===== config.mk =====
export PLATFORM = sky130hd
export DESIGN_NAME = uf_core
export DESIGN_NICKNAME = d
export VERILOG_FILES = /design/src/uf_pkg.sv /design/src/uf_tmo_if.sv /design/src/uf_tmo.sv /design/src/uf_core.sv
export SDC_FILE = /design/constraint.sdc
export NUM_CORES = 1
export LEC_CHECK = 0
export BUFFER_PORTS_ARGS = -buffer_cell sky130_fd_sc_hd__buf_4
export CORE_MARGIN = 10
export CORE_UTILIZATION = 45
export DETAILED_ROUTE_END_ITERATION = 10
export REMOVE_ABC_BUFFERS = 1
export SLEW_MARGIN = 20
export SYNTH_ARGS = -nofsm -noshare
export SYNTH_HDL_FRONTEND = slang
export SYNTH_SLANG_ARGS = --single-unit

===== constraint.sdc =====
create_clock -name i_clk -period 4.8 [get_ports i_clk]
set_clock_uncertainty 0.2 [all_clocks]
set_input_delay 0.48 -clock i_clk [delete_from_list [all_inputs] [get_ports i_clk]]
set_output_delay 0.48 -clock i_clk [all_outputs]
set_load 0.1 [all_outputs]

===== src/uf_pkg.sv =====
// Purpose: shared constants for the uart fifo and interrupt path
// Assumes: 32-bit avalon-mm slave, byte addresses, one register per word
// Notes: register indices times four give the byte address
package uf_pkg;
    localparam int unsigned DEPTH = 16;
    localparam logic [5:0] IDX_DATA = 6'h00;
    localparam logic [5:0] IDX_IER = 6'h01;
    localparam logic [5:0] IDX_IIR_FCR = 6'h02;
    localparam logic [5:0] IDX_MCR = 6'h04;
    localparam logic [5:0] IDX_STAT = 6'h08;
    localparam logic [5:0] IDX_CHAR = 6'h09;
    localparam logic [7:0] FCR_RST = 8'h00;
    localparam logic [3:0] IER_RST = 4'h0;
    localparam logic [7:0] MCR_RST = 8'h00;
    localparam logic [15:0] CHAR_CYC_RST = 16'h0823;
    localparam int unsigned FCR_EN = 0;
    localparam int unsigned FCR_RX_CLR = 1;
    localparam int unsigned FCR_TX_CLR = 2;
    localparam int unsigned FCR_DMA = 3;
    localparam int unsigned MCR_AUX2 = 3;
    localparam int unsigned TMO_CHARS = 4;
    localparam logic [3:0] IID_NONE = 4'h1;
    localparam logic [3:0] IID_LINE = 4'h6;
    localparam logic [3:0] IID_RX = 4'h4;
    localparam logic [3:0] IID_TMO = 4'hc;
    localparam logic [3:0] IID_TX = 4'h2;
    localparam logic [3:0] IID_MODEM = 4'h0;
endpackage


===== src/uf_tmo_if.sv =====
// Purpose: carrier between the register core and the receive timeout timer
// Assumes: single clock domain
// Notes: armed is a level, activity a one-cycle pulse
`timescale 1ns/1ps
interface uf_tmo_if;
    logic armed;
    logic activity;
    logic [15:0] char_cycles;
    logic fired;
    modport core (output armed, output activity, output char_cycles, input fired);
    modport timer (input armed, input activity, input char_cycles, output fired);
endinterface


===== src/uf_tmo.sv =====
// Purpose: receive timeout timer, four character times of fifo silence
// Assumes: char_cycles is nonzero
// Notes: count saturates so the flag stays until a read, a new character or a receive fifo clear
`timescale 1ns/1ps
module uf_tmo (
    input wire logic i_clk,
    input wire logic i_rst_b,
    uf_tmo_if.timer tmo
);
    import uf_pkg::*;
    logic [17:0] cnt_q;
    logic [17:0] cnt_d;
    logic fired_q;
    logic fired_d;
    logic [17:0] limit;

    always_comb begin
        limit = 18'(tmo.char_cycles) * 18'(TMO_CHARS);
        cnt_d = cnt_q;
        fired_d = fired_q;
        if (!tmo.armed || tmo.activity) begin
            cnt_d = '0;
            fired_d = 1'b0;
        end else if (cnt_q >= limit - 18'h1) begin
            fired_d = 1'b1;
        end else begin
            cnt_d = cnt_q + 18'h1;
        end
    end

    always_ff @(posedge i_clk or negedge i_rst_b) begin
        if (!i_rst_b) begin
            cnt_q <= '0;
            fired_q <= 1'b0;
        end else begin
            cnt_q <= cnt_d;
            fired_q <= fired_d;
        end
    end

    assign tmo.fired = fired_q;
endmodule


===== src/uf_core.sv =====
// Purpose: uart fifo, interrupt and dma request path with avalon-mm registers
// Assumes: receiver and transmitter framing logic sit outside on the same clock
// Notes: fifos act one deep until software enables them
// Contract
// power up in character mode, fifos off
// raise receive interrupt after delay below trigger
// four low enable bits gate four sources
// control bit three drives auxiliary output
// interrupt output is level, held while pending
// host clears enables on entry, restores on exit
// separate receive and transmit dma requests, two modes
// timeout after four idle character times
// host keeps fifo enable set on writes
// identification top bits read one in fifo mode
// single mode receive request while fifo nonempty
// interrupt drops once nothing enabled pends
`timescale 1ns/1ps
module uf_core #(
    parameter int unsigned DEPTH = uf_pkg::DEPTH
) (
    input wire logic i_clk,
    input wire logic i_rst_b,
    input wire logic [5:0] i_avs_address,
    input wire logic i_avs_read,
    input wire logic i_avs_write,
    input wire logic [31:0] i_avs_writedata,
    output logic [31:0] o_avs_readdata,
    output logic o_avs_waitrequest,
    input wire logic i_rx_valid,
    input wire logic [7:0] i_rx_data,
    output logic o_tx_valid,
    output logic [7:0] o_tx_data,
    input wire logic i_tx_ready,
    input wire logic i_modem_change,
    output logic o_interrupt_output,
    output logic o_aux_output_two,
    output logic o_receive_dma_request,
    output logic o_transmit_dma_request
);
    import uf_pkg::*;
    localparam int unsigned AW = $clog2(DEPTH);

    // trigger level fourteen needs at least fourteen entries, sixteen is the smallest power of two that holds them
    if (DEPTH < 16 || (1 << AW) != DEPTH) begin : g_bad_depth
        $error("fifo depth must be a power of two of at least sixteen");
    end

    // ****************************************************
    // helpers
    // ****************************************************
    function automatic logic [AW:0] trig_level(input logic [1:0] sel, input logic en);
        logic [AW:0] lvl;
        lvl = (AW+1)'(1);
        if (en) begin
            case (sel)
                2'h0: lvl = (AW+1)'(1);
                2'h1: lvl = (AW+1)'(4);
                2'h2: lvl = (AW+1)'(8);
                default: lvl = (AW+1)'(14);
            endcase
        end
        return lvl;
    endfunction

    // ****************************************************
    // state
    // ****************************************************
    logic [7:0] rx_mem [DEPTH];
    logic [7:0] tx_mem [DEPTH];
    logic [AW-1:0] rx_rd_q, rx_rd_d, rx_wr_q, rx_wr_d, tx_rd_q, tx_rd_d, tx_wr_q, tx_wr_d;
    logic [AW:0] rx_cnt_q, rx_cnt_d, tx_cnt_q, tx_cnt_d;
    logic [7:0] fcr_q, fcr_d, mcr_q, mcr_d;
    logic [3:0] ier_q, ier_d, stat_q, stat_d;
    logic [15:0] char_q, char_d;
    logic ack_q, ack_d;
    logic [31:0] rdata_q, rdata_d;
    logic req, take, rx_push, rx_pop, tx_push, tx_pop, fifo_en, rx_clr, tx_clr;
    logic [AW:0] eff_depth;
    logic [3:0] events, pend;
    logic [3:0] iid;
    logic [7:0] iir;
    logic rx_req_hold_q;
    uf_tmo_if tmo_bus ();

    uf_tmo u_tmo (
        .i_clk(i_clk),
        .i_rst_b(i_rst_b),
        .tmo(tmo_bus.timer)
    );

    // ****************************************************
    // bus, fifos, interrupts
    // ****************************************************
    always_comb begin
        req = i_avs_read | i_avs_write;
        ack_d = req & ~ack_q;
        take = req & ack_q;
        fifo_en = fcr_q[FCR_EN];
        eff_depth = fifo_en ? (AW+1)'(DEPTH) : (AW+1)'(1);
        rx_push = i_rx_valid && (rx_cnt_q < eff_depth);
        rx_pop = take && i_avs_read && (i_avs_address[5:2] == IDX_DATA[3:0]) && (rx_cnt_q != '0);
        tx_push = take && i_avs_write && (i_avs_address[5:2] == IDX_DATA[3:0]) && (tx_cnt_q < eff_depth);
        tx_pop = (tx_cnt_q != '0) && i_tx_ready;
        fcr_d = fcr_q;
        ier_d = ier_q;
        mcr_d = mcr_q;
        char_d = char_q;
        rx_clr = 1'b0;
        tx_clr = 1'b0;
        stat_d = stat_q;
        if (take && i_avs_write) begin
            case (i_avs_address[5:2])
                IDX_IER[3:0]: ier_d = i_avs_writedata[3:0];
                IDX_IIR_FCR[3:0]: begin
                    fcr_d = i_avs_writedata[7:0];
                    // any change of enable empties both fifos, stale bytes never leak across modes
                    rx_clr = i_avs_writedata[FCR_RX_CLR] | (i_avs_writedata[FCR_EN] ^ fifo_en);
                    tx_clr = i_avs_writedata[FCR_TX_CLR] | (i_avs_writedata[FCR_EN] ^ fifo_en);
                end
                IDX_MCR[3:0]: mcr_d = i_avs_writedata[7:0];
                IDX_STAT[3:0]: stat_d = stat_q & ~i_avs_writedata[3:0];
                IDX_CHAR[3:0]: char_d = i_avs_writedata[15:0];
                default: ;
            endcase
        end
        rx_rd_d = rx_clr ? '0 : rx_rd_q + AW'(rx_pop);
        rx_wr_d = rx_clr ? '0 : rx_wr_q + AW'(rx_push);
        rx_cnt_d = rx_clr ? '0 : rx_cnt_q + (AW+1)'(rx_push) - (AW+1)'(rx_pop);
        tx_rd_d = tx_clr ? '0 : tx_rd_q + AW'(tx_pop);
        tx_wr_d = tx_clr ? '0 : tx_wr_q + AW'(tx_push);
        tx_cnt_d = tx_clr ? '0 : tx_cnt_q + (AW+1)'(tx_push) - (AW+1)'(tx_pop);
        // levels keep setting their bit, so set wins over a clear in the same cycle
        events[0] = (rx_cnt_q >= trig_level(fcr_q[7:6], fifo_en)) | tmo_bus.fired;
        events[1] = (tx_cnt_q == '0);
        events[2] = i_rx_valid & ~(rx_cnt_q < eff_depth);
        events[3] = i_modem_change;
        stat_d = stat_d | events;
        pend = stat_q & ier_q;
        if (pend[2]) begin
            iid = IID_LINE;
        end else if (pend[0]) begin
            iid = tmo_bus.fired ? IID_TMO : IID_RX;
        end else if (pend[1]) begin
            iid = IID_TX;
        end else if (pend[3]) begin
            iid = IID_MODEM;
        end else begin
            iid = IID_NONE;
        end
        iir = {fifo_en, fifo_en, 2'h0, iid};
        rdata_d = rdata_q;
        if (req && !ack_q) begin
            case (i_avs_address[5:2])
                IDX_DATA[3:0]: rdata_d = {24'h0, (rx_cnt_q != '0) ? rx_mem[rx_rd_q] : 8'h00};
                IDX_IER[3:0]: rdata_d = {28'h0, ier_q};
                IDX_IIR_FCR[3:0]: rdata_d = {24'h0, iir};
                IDX_MCR[3:0]: rdata_d = {24'h0, mcr_q};
                IDX_STAT[3:0]: rdata_d = {28'h0, stat_q};
                IDX_CHAR[3:0]: rdata_d = {16'h0, char_q};
                default: rdata_d = 32'h0;
            endcase
        end
    end

    assign tmo_bus.armed = fifo_en && (rx_cnt_q != '0);
    assign tmo_bus.activity = rx_push | rx_pop;
    assign tmo_bus.char_cycles = char_q;

    always_ff @(posedge i_clk) begin
        if (rx_push) begin
            rx_mem[rx_wr_q] <= i_rx_data;
        end
        if (tx_push) begin
            tx_mem[tx_wr_q] <= i_avs_writedata[7:0];
        end
    end

    always_ff @(posedge i_clk or negedge i_rst_b) begin
        if (!i_rst_b) begin
            fcr_q <= FCR_RST;
            ier_q <= IER_RST;
            mcr_q <= MCR_RST;
            char_q <= CHAR_CYC_RST;
            stat_q <= 4'h0;
            ack_q <= 1'b0;
            rdata_q <= 32'h0;
            rx_rd_q <= '0;
            rx_wr_q <= '0;
            rx_cnt_q <= '0;
            tx_rd_q <= '0;
            tx_wr_q <= '0;
            tx_cnt_q <= '0;
        end else begin
            fcr_q <= fcr_d;
            ier_q <= ier_d;
            mcr_q <= mcr_d;
            char_q <= char_d;
            stat_q <= stat_d;
            ack_q <= ack_d;
            rdata_q <= rdata_d;
            rx_rd_q <= rx_rd_d;
            rx_wr_q <= rx_wr_d;
            rx_cnt_q <= rx_cnt_d;
            tx_rd_q <= tx_rd_d;
            tx_wr_q <= tx_wr_d;
            tx_cnt_q <= tx_cnt_d;
        end
    end

    // ****************************************************
    // outputs
    // ****************************************************
    assign o_avs_waitrequest = req & ~ack_q;
    assign o_avs_readdata = rdata_q;
    assign o_tx_valid = (tx_cnt_q != '0);
    assign o_tx_data = tx_mem[tx_rd_q];
    // level, not pulse: an edge-triggered controller needs the host to toggle enables
    assign o_interrupt_output = |(stat_q & ier_q);
    assign o_aux_output_two = mcr_q[MCR_AUX2];
    // single mode: any byte; multi mode: trigger or timeout, both drop only when empty
    assign o_receive_dma_request = (fifo_en && fcr_q[FCR_DMA]) ?
        ((rx_cnt_q != '0) && (events[0] || rx_req_hold_q)) : (rx_cnt_q != '0);
    assign o_transmit_dma_request = (fifo_en && fcr_q[FCR_DMA]) ? (tx_cnt_q < eff_depth) : (tx_cnt_q == '0);

    always_ff @(posedge i_clk or negedge i_rst_b) begin
        if (!i_rst_b) begin
            rx_req_hold_q <= 1'b0;
        end else begin
            rx_req_hold_q <= o_receive_dma_request;
        end
    end
endmodule


==> results.md, run 1 <==
- Global-route wire length before repair: 51700 um
- Drt via density: 5.51
- Layout cell share with drive strength beyond 1: 0.237
- Clk pin slew, worst setup/hold paths: 0.06 ns
- Avg Cell Area, Syn: 16.0 sq um
- Layout Cells excl Fill: 1550
- Startpoint Class: register
- IO Pins: 99
- Synthesis-stage register bit count: 355
- Max Root-Sink Buffers: 3
- Core Box Area: 0.0345 sq mm
- Final period util: 0.886
- Antenna Nets Post-Route: 0
- Post-synth EDFFs: 256
- Crit end category: register
- Worst setup margin: 0.547 ns
- Clock Latency Late Sink: 0.52 ns
- Leakage: 6.53 nW
- Crit path max fanout: 30
- Max Freq: 0.235 GHz
- Status: finished, final reports clean
- Crit Path Category: register to register
- Pre-Repair DR Iteration Count: 5
- Hold slack: 0.0211 ns
- Ant diodes: 0
- Async S/R FF share, synth: 0.279
- Most instantiated library cell after synthesis: edfxtp_1
- Port bufs: 64
- RSZ-0062 raised after global routing: no
- Residual DRC: 0
- Fill count: 2837
- Min-delay worst type: input port to register
- Final hold violations: 0
- Worst vdd ir: 1.64 mV
- CTS tree: built
- Slew @ Worst Pin: 0.928 ns
- DRT iter0 DRCs: 495
- Largest net degree at the start of global routing: 62
- Cell Rows: 68
- Root Driver: clkbuf_16
- Final Max Slew Viols: 0
- Pre-CTS setup slack: 0.333 ns
- Total CTS buffers: 40
- R2r setup slk: 0.55 ns
- Number of max-cap violations: 0
- Clock sink count: 355
- Primary FF master, synth: edfxtp_1
- Fin Setup TNS: 0 ns
- DP Cell Count: 1468
- Initial Util: 0.454
- Initial antenna violation count: 0
- Placed wire-length estimate: 22700 um
- WP data arrival: 4.47 ns
- Post-synth top area share: 0.491
- Distinct cells, synth: 63
- Synth cell count leaders: 256 x edfxtp_1, 95 x dfrtp_1, 74 x mux4_2, 57 x nor2_1, 51 x nand2_1
- Mapped cell area: 0.0157 sq mm
- Die Width: 207 um
- Yosys top cell by area: edfxtp_1
- Pwr dens: 537 mW/mm^2
- Via count: 8542
- NumNets Final: 1169
- # H-tree levels: 2
- Grt total ovfl: 0
- Layout area overhead: 14.5%
- Vias in the first global route: 8913
- Die Y: 207 um
- Area occupied by multi-input gates: 0.00513 sq mm
- Data required, critical path: 5.02 ns
- Slew headroom: 0.382
- Synthesis Warnings: 0
- Avg WL per Cell: 21.2 um
- GRT Overall Usage: 0.157
- Die ar.: 0.0426 sq mm
- Register area share after synthesis: 0.650
- Mapped Cells: 979
- # setup viols final: 0
- Storage cell area: 0.0102 sq mm
- Top post-synthesis cells by area: edfxtp_1 49%, dfrtp_1 15%, mux4_2 11%, ha_1 3.9%, mux2_2 2.2%
- Routed WL: 32900 um
- Minimum clock period: 4.25 ns
- GPL Wtd Cong: 0.778
==> sequential cells by signal (all words and copies together), names as in the netlist <==
register,count
ack_q,1
char_q,16
fcr_q,4
ier_q,4
mcr_q,8
o_avs_readdata,16
rx_cnt_q,5
rx_mem,128
rx_rd_q,4
rx_req_hold_q,1
rx_wr_q,4
stat_q,4
tx_cnt_q,5
tx_mem,128
tx_rd_q,4
tx_wr_q,4
u_tmo.cnt_q,18
u_tmo.tmo.fired,1
==> metrics by stage <==
stage          cell area (sq um)  power [mW]   util
2_1_floorplan              15400        6.04      -
6_report                   17900        9.62  0.520
3_3_place_gp               16500        6.75  0.480
4_1_cts                    17900        9.76  0.520
3_5_place_dp               16500        6.80  0.480
5_1_grt                    17900        10.1  0.520
==> per-layer routing <==
layer	vias to the layer above	track usage	wire length, um
li1	3950	-	-
met1	4404	0.198	13800
met2	139	0.277	17400
met3	49	0.0221	1010
met4	0	0.0464	760
met5	-	0	0
==> where the power goes <==
part	switching (mW)	internal (mW)	total, mW	leakage, nW
Sequential	0.397	3.56	3.96	3.57
Clock	1.18	1.75	2.94	0.614
Combinational	1.61	1.11	2.73	2.35
==> final timing paths <==
path,from,endpoint,cells after the start
worst min-delay path,i_rx_valid,stat_q[2],2
worst max-delay path,char_q[0],u_tmo.cnt_q[16],15
worst max register to register,char_q[0],u_tmo.cnt_q[16],15
worst min register to register,o_avs_readdata[3],o_avs_readdata[3],1
max in group asynchronous,i_rst_b,char_q[5],3
min in group asynchronous,i_rst_b,u_tmo.cnt_q[15],2
==> worst max-delay path, cell delays in order, from the launching register on <==
cell	delay, ns
dfstp_2	0.39
inv_1	0.08
ha_1	0.18
nand2b_1	0.07
or3_1	0.33
nand2b_1	0.18
or4_4	0.45
nor2_1	0.15
xnor2_1	0.13
ha_1	0.28
a21oi_1	0.17
nand2_1	0.11
a221oi_4	0.36
nand3_4	0.33
or4_1	0.58
a21oi_1	0.16
==> kinds of logic (layout without fill, tap and decap cells) <==
logic type	after synthesis	in the layout	synth area share
AOI/OAI and AO/OA	112	112	0.0474
muxes	112	112	0.139
buffers and inverters	83	184	0.0267
and+or+nand+nor	237	237	0.0791
DFF	355	355	0.650
other	1	16	0.000240
adders and majority gates	51	51	0.0417
xor gates and xnor gates	28	28	0.0157
==> layout by cell type, fill, tap and decap left out, types with 23 or more instances in the layout <==
cell and n:
dfrtp_1 92, edfxtp_1 256, mux4_2 74, ha_1 49, o21ai_0 29, buf_4 79
inv_1 23, nor2_1 57, clkbuf_16 40, nand3_1 24, a21oi_1 34, mux2_2 31
nand2_1 51
==> what timing repair did <==
action                     in CTS  in global routing
hold endpoints to repair       67                  0
setup buffers                   0                  0
resized for setup               0                  1
setup endpoints to repair       0                  3
hold buffers                   10                  0
==> cell type report <==
class | instances | share of cell area
Sequential cell | 355 | 0.568
Clock inverter | 23 | 0.0129
Multi-Input combinational cell | 556 | 0.286
Inverter | 23 | 0.00482
Tap cell | 455 | 0.0318
Clock buffer | 49 | 0.0578
Timing Repair Buffer | 89 | 0.0387
Power figures use the tool's default switching activity.
==> run 2: changes to the inputs <==
REMOVE_ABC_BUFFERS = unset   (was 1)
==> results.md, run 2 (synthesis gave the netlist of run 1 again) <==
- Status: finished, final reports clean
- Number of max-cap violations: 0
- R2r setup slk: 0.54 ns
- Post-layout util: 0.519
- Core Box Area: 0.0345 sq mm
- DRT iter0 DRCs: 403
- Residual DRC: 0
- Initial antenna violation count: 1
- GRT Overall Usage: 0.155
- Clock share of power: 0.299
- Pwr dens: 534 mW/mm^2
- Clock sink count: 355
- Clk pin slew, worst setup/hold paths: 0.06 ns
- Avg WL per Cell: 21.2 um
- Initial Util: 0.454
- # H-tree levels: 2
- Ant diodes: 0
- Placed wire-length estimate: 22200 um
- Port bufs: 64
- Vias in the first global route: 8835
- Hold path depth: 2
- Min-delay worst type: input port to register
- Sw Share: 0.339
- Crit path max fanout: 30
- Startpoint Class: register
- Fin Setup TNS: 0 ns
- Slew headroom: 0.248
- Clock Latency Late Sink: 0.56 ns
- Net Sw Power: 3.24 mW
- Die Y: 207 um
- Flop pwr share: 0.416
- Biggest regs: rx_mem (128), tx_mem (128), u_tmo.cnt_q (18)
- Routed WL: 32800 um
- Layout cell share with drive strength beyond 1: 0.237
- Total CTS buffers: 39
- Cell Rows: 68
- WP data arrival: 4.50 ns
- Internal: 6.32 mW
- Final Max Slew Viols: 0
- Final period util: 0.887
- Layout area overhead: 14.3%
- NumNets Final: 1169
- Commonest non-fill, non-tap cell in the layout: edfxtp_1
- Pre-Repair DR Iteration Count: 6
- Minimum clock period: 4.26 ns
- Leakage: 6.51 nW
- Max Root-Sink Buffers: 3
- Die ar.: 0.0426 sq mm
- Crit end category: register
- Drt via density: 5.52
- Worst reg-to-reg path cell count: 14
- Comb pwr share: 0.285
- Root Driver: clkbuf_16
- RSZ-0062 raised after global routing: no
- GPL Wtd Cong: 0.768
- Largest net degree at the start of global routing: 72
- Grt total ovfl: 0
- Worst vdd ir: 0.500 mV
- CTS tree: built
- Post-CTS Setup Inserts: 0
- Most frequent cells in the layout: 256 x edfxtp_1, 92 x dfrtp_1, 80 x buf_4
- Antenna Nets Post-Route: 0
- Max Freq: 0.235 GHz
- Via count: 8538
- IO Pins: 99
- Global-route wire length before repair: 50900 um
- Slew @ Worst Pin: 1.13 ns
- Die Width: 207 um
- Data required, critical path: 5.05 ns
- Final hold violations: 0
- Crit Path Category: register to register
- # setup viols final: 0
run 2: cell count changes in the layout (fill, tap and decap cells not counted), moves of 2 or more:
cell / previous run / this run
bufinv_16: 4 / 2
clkinv_1: 8 / 6
clkinv_16: 0 / 2
clkinv_4: 0 / 2
clkinvlp_4: 2 / 0
run 2: layer usage:
metal  routed length (um)  up-vias  GRT usage
li1                     -     3924          -
met1                14100     4414      0.203
met2                16700      148      0.261
met3                 1250       50     0.0246
met4                  710        2     0.0464
met5                   13        -          0
run 2: worst max-delay path, cell delays in order (launching register included):
cell      delay (ns)
dfstp_2         0.40
inv_1           0.08
ha_1            0.19
nand2b_1        0.08
or3_1           0.34
nand2b_1        0.19
or4_4           0.44
nor2_1          0.14
xnor2_1         0.15
ha_1            0.30
and4_1          0.23
a221oi_4        0.38
nand3_4         0.32
or4_1           0.57
a21oi_1         0.15
run 2: area by class of cell:
type,instances,area [sq um]
clock buffers,49,1010
inverters,23,86.3
multi-input cells,556,5130
fillers,2869,16600
well taps,455,569
clock inverters,20,211
flip-flops and latches,355,10200
repair buffers,90,701
run 2: final timing paths:
kind,to,start
max reg2reg,u_tmo.cnt_q[10],char_q[0]
min reg2reg,o_avs_readdata[0],o_avs_readdata[0]
max in group asynchronous,char_q[11],i_rst_b
min in group asynchronous,tx_rd_q[3],i_rst_b
max,u_tmo.cnt_q[10],char_q[0]
min,stat_q[2],i_rx_valid
run 2: what timing repair did:
item,4_1_cts,5_1_grt
hold endpoints to repair,79,0
endpoints found under the setup margin,0,5
gates resized for setup,0,1
hold buffers,10,0
run 2: stage by stage:
stage / hold slack [ns] / area, sq um / cells / worst slack (ns) / total power, mW
detailed placement: 0.272 / 16600 / 1469 / 0.335 / 6.80
finish: 0.0412 / 17900 / 1548 / 0.543 / 9.56
floorplan: -0.0156 / 15700 / 994 / 1.01 / 6.13
global placement: 0.268 / 16600 / 1469 / 0.441 / 6.76
CTS: 0.0228 / 17900 / 1548 / 0.339 / 9.68
global route: 0.0388 / 17900 / 1548 / 0.173 / 10.0
run 2: power by group through the flow:
stage	clock, mW	sequential (mW)	combinational (mW)
finish	2.85	3.98	2.73
global route	3.04	4.04	2.97
detailed placement	0	4.05	2.76
floorplan	0	3.81	2.32
CTS	2.93	3.99	2.77
global placement	0	4.04	2.72
==> run 3: changes to the inputs <==
ABC_AREA = 1   (was unset)
CORE_MARGIN = unset   (was 10)
==> results.md, run 3 <==
- Fill count: 3305
- Crit path max fanout: 80
- Final hold violations: 0
- Post-synth EDFFs: 256
- Residual DRC: 0
- Global-route wire length before repair: 59000 um
- Synthesis-stage register bit count: 355
- DP Cell Count: 2095
- Slew headroom: 0.356
- Design area: 0.0187 sq mm
- Initial Util: 0.457
- Leakage: 8.03 nW
- Tot Pwr: 9.70 mW
- Ant diodes: 0
- RSZ-0062 raised after global routing: no
- Post-CTS Setup Inserts: 0
- NumNets Final: 1783
- Avg WL per Cell: 16.9 um
- Layout Cells excl Fill: 2175
- Synth cell count leaders: 371 x nand2_1, 256 x edfxtp_1, 182 x nand3_1, 170 x inv_1, 122 x nor2_1
- WP data arrival: 2.84 ns
- Startpoint Class: register
- Port bufs: 64
- Hold_buf cts: 11
- Antenna Nets Post-Route: 0
- GPL Wtd Cong: 0.827
- Vias in the first global route: 10.8k
- Total CTS buffers: 39
- Minimum clock period: 3.52 ns
- Mapped cell area: 0.0167 sq mm
- Root Driver: clkbuf_16
- Layout cell share with drive strength beyond 1: 0.0943
- Distinct cells, synth: 41
- Pre-CTS setup slack: 1.51 ns
- # setup viols final: 0
- Synthesis Warnings: 0
- Worst setup margin: 1.28 ns
- IO Pins: 99
- Async S/R FF share, synth: 0.279
- Worst r2r src: fcr_q[0]
- Die Y: 195 um
- Drt via density: 5.13
- Top post-synthesis cells by area: edfxtp_1 46%, dfrtp_1 14%, nand2_1 8.3%, nand3_1 5.5%, inv_1 3.8%
- Pwr dens: 519 mW/mm^2
- Final Max Slew Viols: 0
- Routed WL: 36700 um
- Worst vdd ir: 0.307 mV
- Grt total ovfl: 0
- Layout area overhead: 12.0%
- Worst setup startpoint: tx_rd_q[0]
- Largest net degree at the start of global routing: 81
- Placed inst area: 0.0174 sq mm
- Most frequent cells in the layout: 371 x nand2_1, 256 x edfxtp_1, 182 x nand3_1
- Commonest non-fill, non-tap cell in the layout: nand2_1
- Via count: 11.2k
- Clock sink count: 355
- Post-layout util: 0.511
- Die Width: 195 um
- Fin Setup TNS: 0 ns
- Max Freq: 0.284 GHz
- Number of max-cap violations: 0
- CTS resizes: 0
- # H-tree levels: 2
- Placed wire-length estimate: 23300 um
- Cell Rows: 70
- Pre-Repair DR Iteration Count: 5
- Primary FF master, synth: edfxtp_1
- Most instantiated library cell after synthesis: nand2_1
- Yosys top cell by area: edfxtp_1
- Crit end category: primary output
- Status: finished, final reports clean
- Register area share after synthesis: 0.610
- Initial antenna violation count: 0
- Min-delay worst type: input port to register
- Final period util: 0.733
- Clock Latency Late Sink: 0.56 ns
- Max Root-Sink Buffers: 3
- Biggest regs: rx_mem (128), tx_mem (128), u_tmo.cnt_q (18)
- Hold Path Origin: i_rx_data[6]
- Crit Path Category: register to primary output
- Avg Cell Area, Syn: 10.3 sq um
- Core Box Area: 0.0365 sq mm
- CTS tree: built
- Data required, critical path: 4.12 ns
- Hold slack: 0.0519 ns
- GRT Overall Usage: 0.200
- Slew @ Worst Pin: 0.966 ns
- Die ar.: 0.0378 sq mm
- Clk pin slew, worst setup/hold paths: 0.06 ns
- Mapped Cells: 1615
- DRT iter0 DRCs: 729
- Post-synth top area share: 0.461
## run 3: kinds of logic after synthesis
| group | count (synthesis) | synth area share |
|---|---|---|
| adder cells (fa/ha/maj) | 51 | 0.0392 |
| XOR/XNOR | 40 | 0.0210 |
| multiplexers | 32 | 0.0192 |
| other | 1 | 0.000225 |
| buffers and inverters | 251 | 0.0675 |
| AO/OA/AOI/OAI | 180 | 0.0614 |
| flip-flops | 355 | 0.610 |
| AND/OR/NAND/NOR | 705 | 0.182 |
## run 3: critical path: stages (launching register included)
cell,delay [ns]
dfrtp_4,1.03
buf_4,0.38
mux2i_1,0.10
o211ai_1,0.17
o211ai_1,0.14
nand2_1,0.11
buf_4,0.29
## run 3: report_power, final
| group | switching [mW] | total [mW] | internal, mW |
|---|---|---|---|
| Clock | 1.18 | 2.77 | 1.59 |
| Combinational | 2.19 | 3.12 | 0.922 |
| Sequential | 0.293 | 3.81 | 3.52 |
## run 3: path summary, 6_finish.rpt
kind | slack (ns) | cells after the start | to
setup / recovery | 1.28 | 6 | o_tx_data[7]
hold / removal | 0.05 | 1 | rx_mem[1][6]
setup reg to reg | 1.53 | 13 | rx_cnt_q[4]
hold reg to reg | 0.29 | 2 | mcr_q[0]
max in group asynchronous | 3.26 | 3 | char_q[5]
min in group asynchronous | 0.32 | 2 | tx_wr_q[3]
## run 3: layout make-up
type,count,area (sq um),share of cell area
Clock buffer,54,1050,0.0564
Clock inverter,15,105,0.00563
Inverter,175,659,0.0353
Multi-Input combinational cell,1024,5440,0.291
Sequential cell,355,10200,0.545
Tap cell,468,586,0.0313
Timing Repair Buffer,84,662,0.0354
## run 3: per-layer routing
metal  vias up  track usage  wire length (um)
li1       5511            -                 -
met1      5342        0.278             17000
met2       255        0.320             17100
met3        47       0.0392              1930
met4         0       0.0538               719
met5         -            0                 0
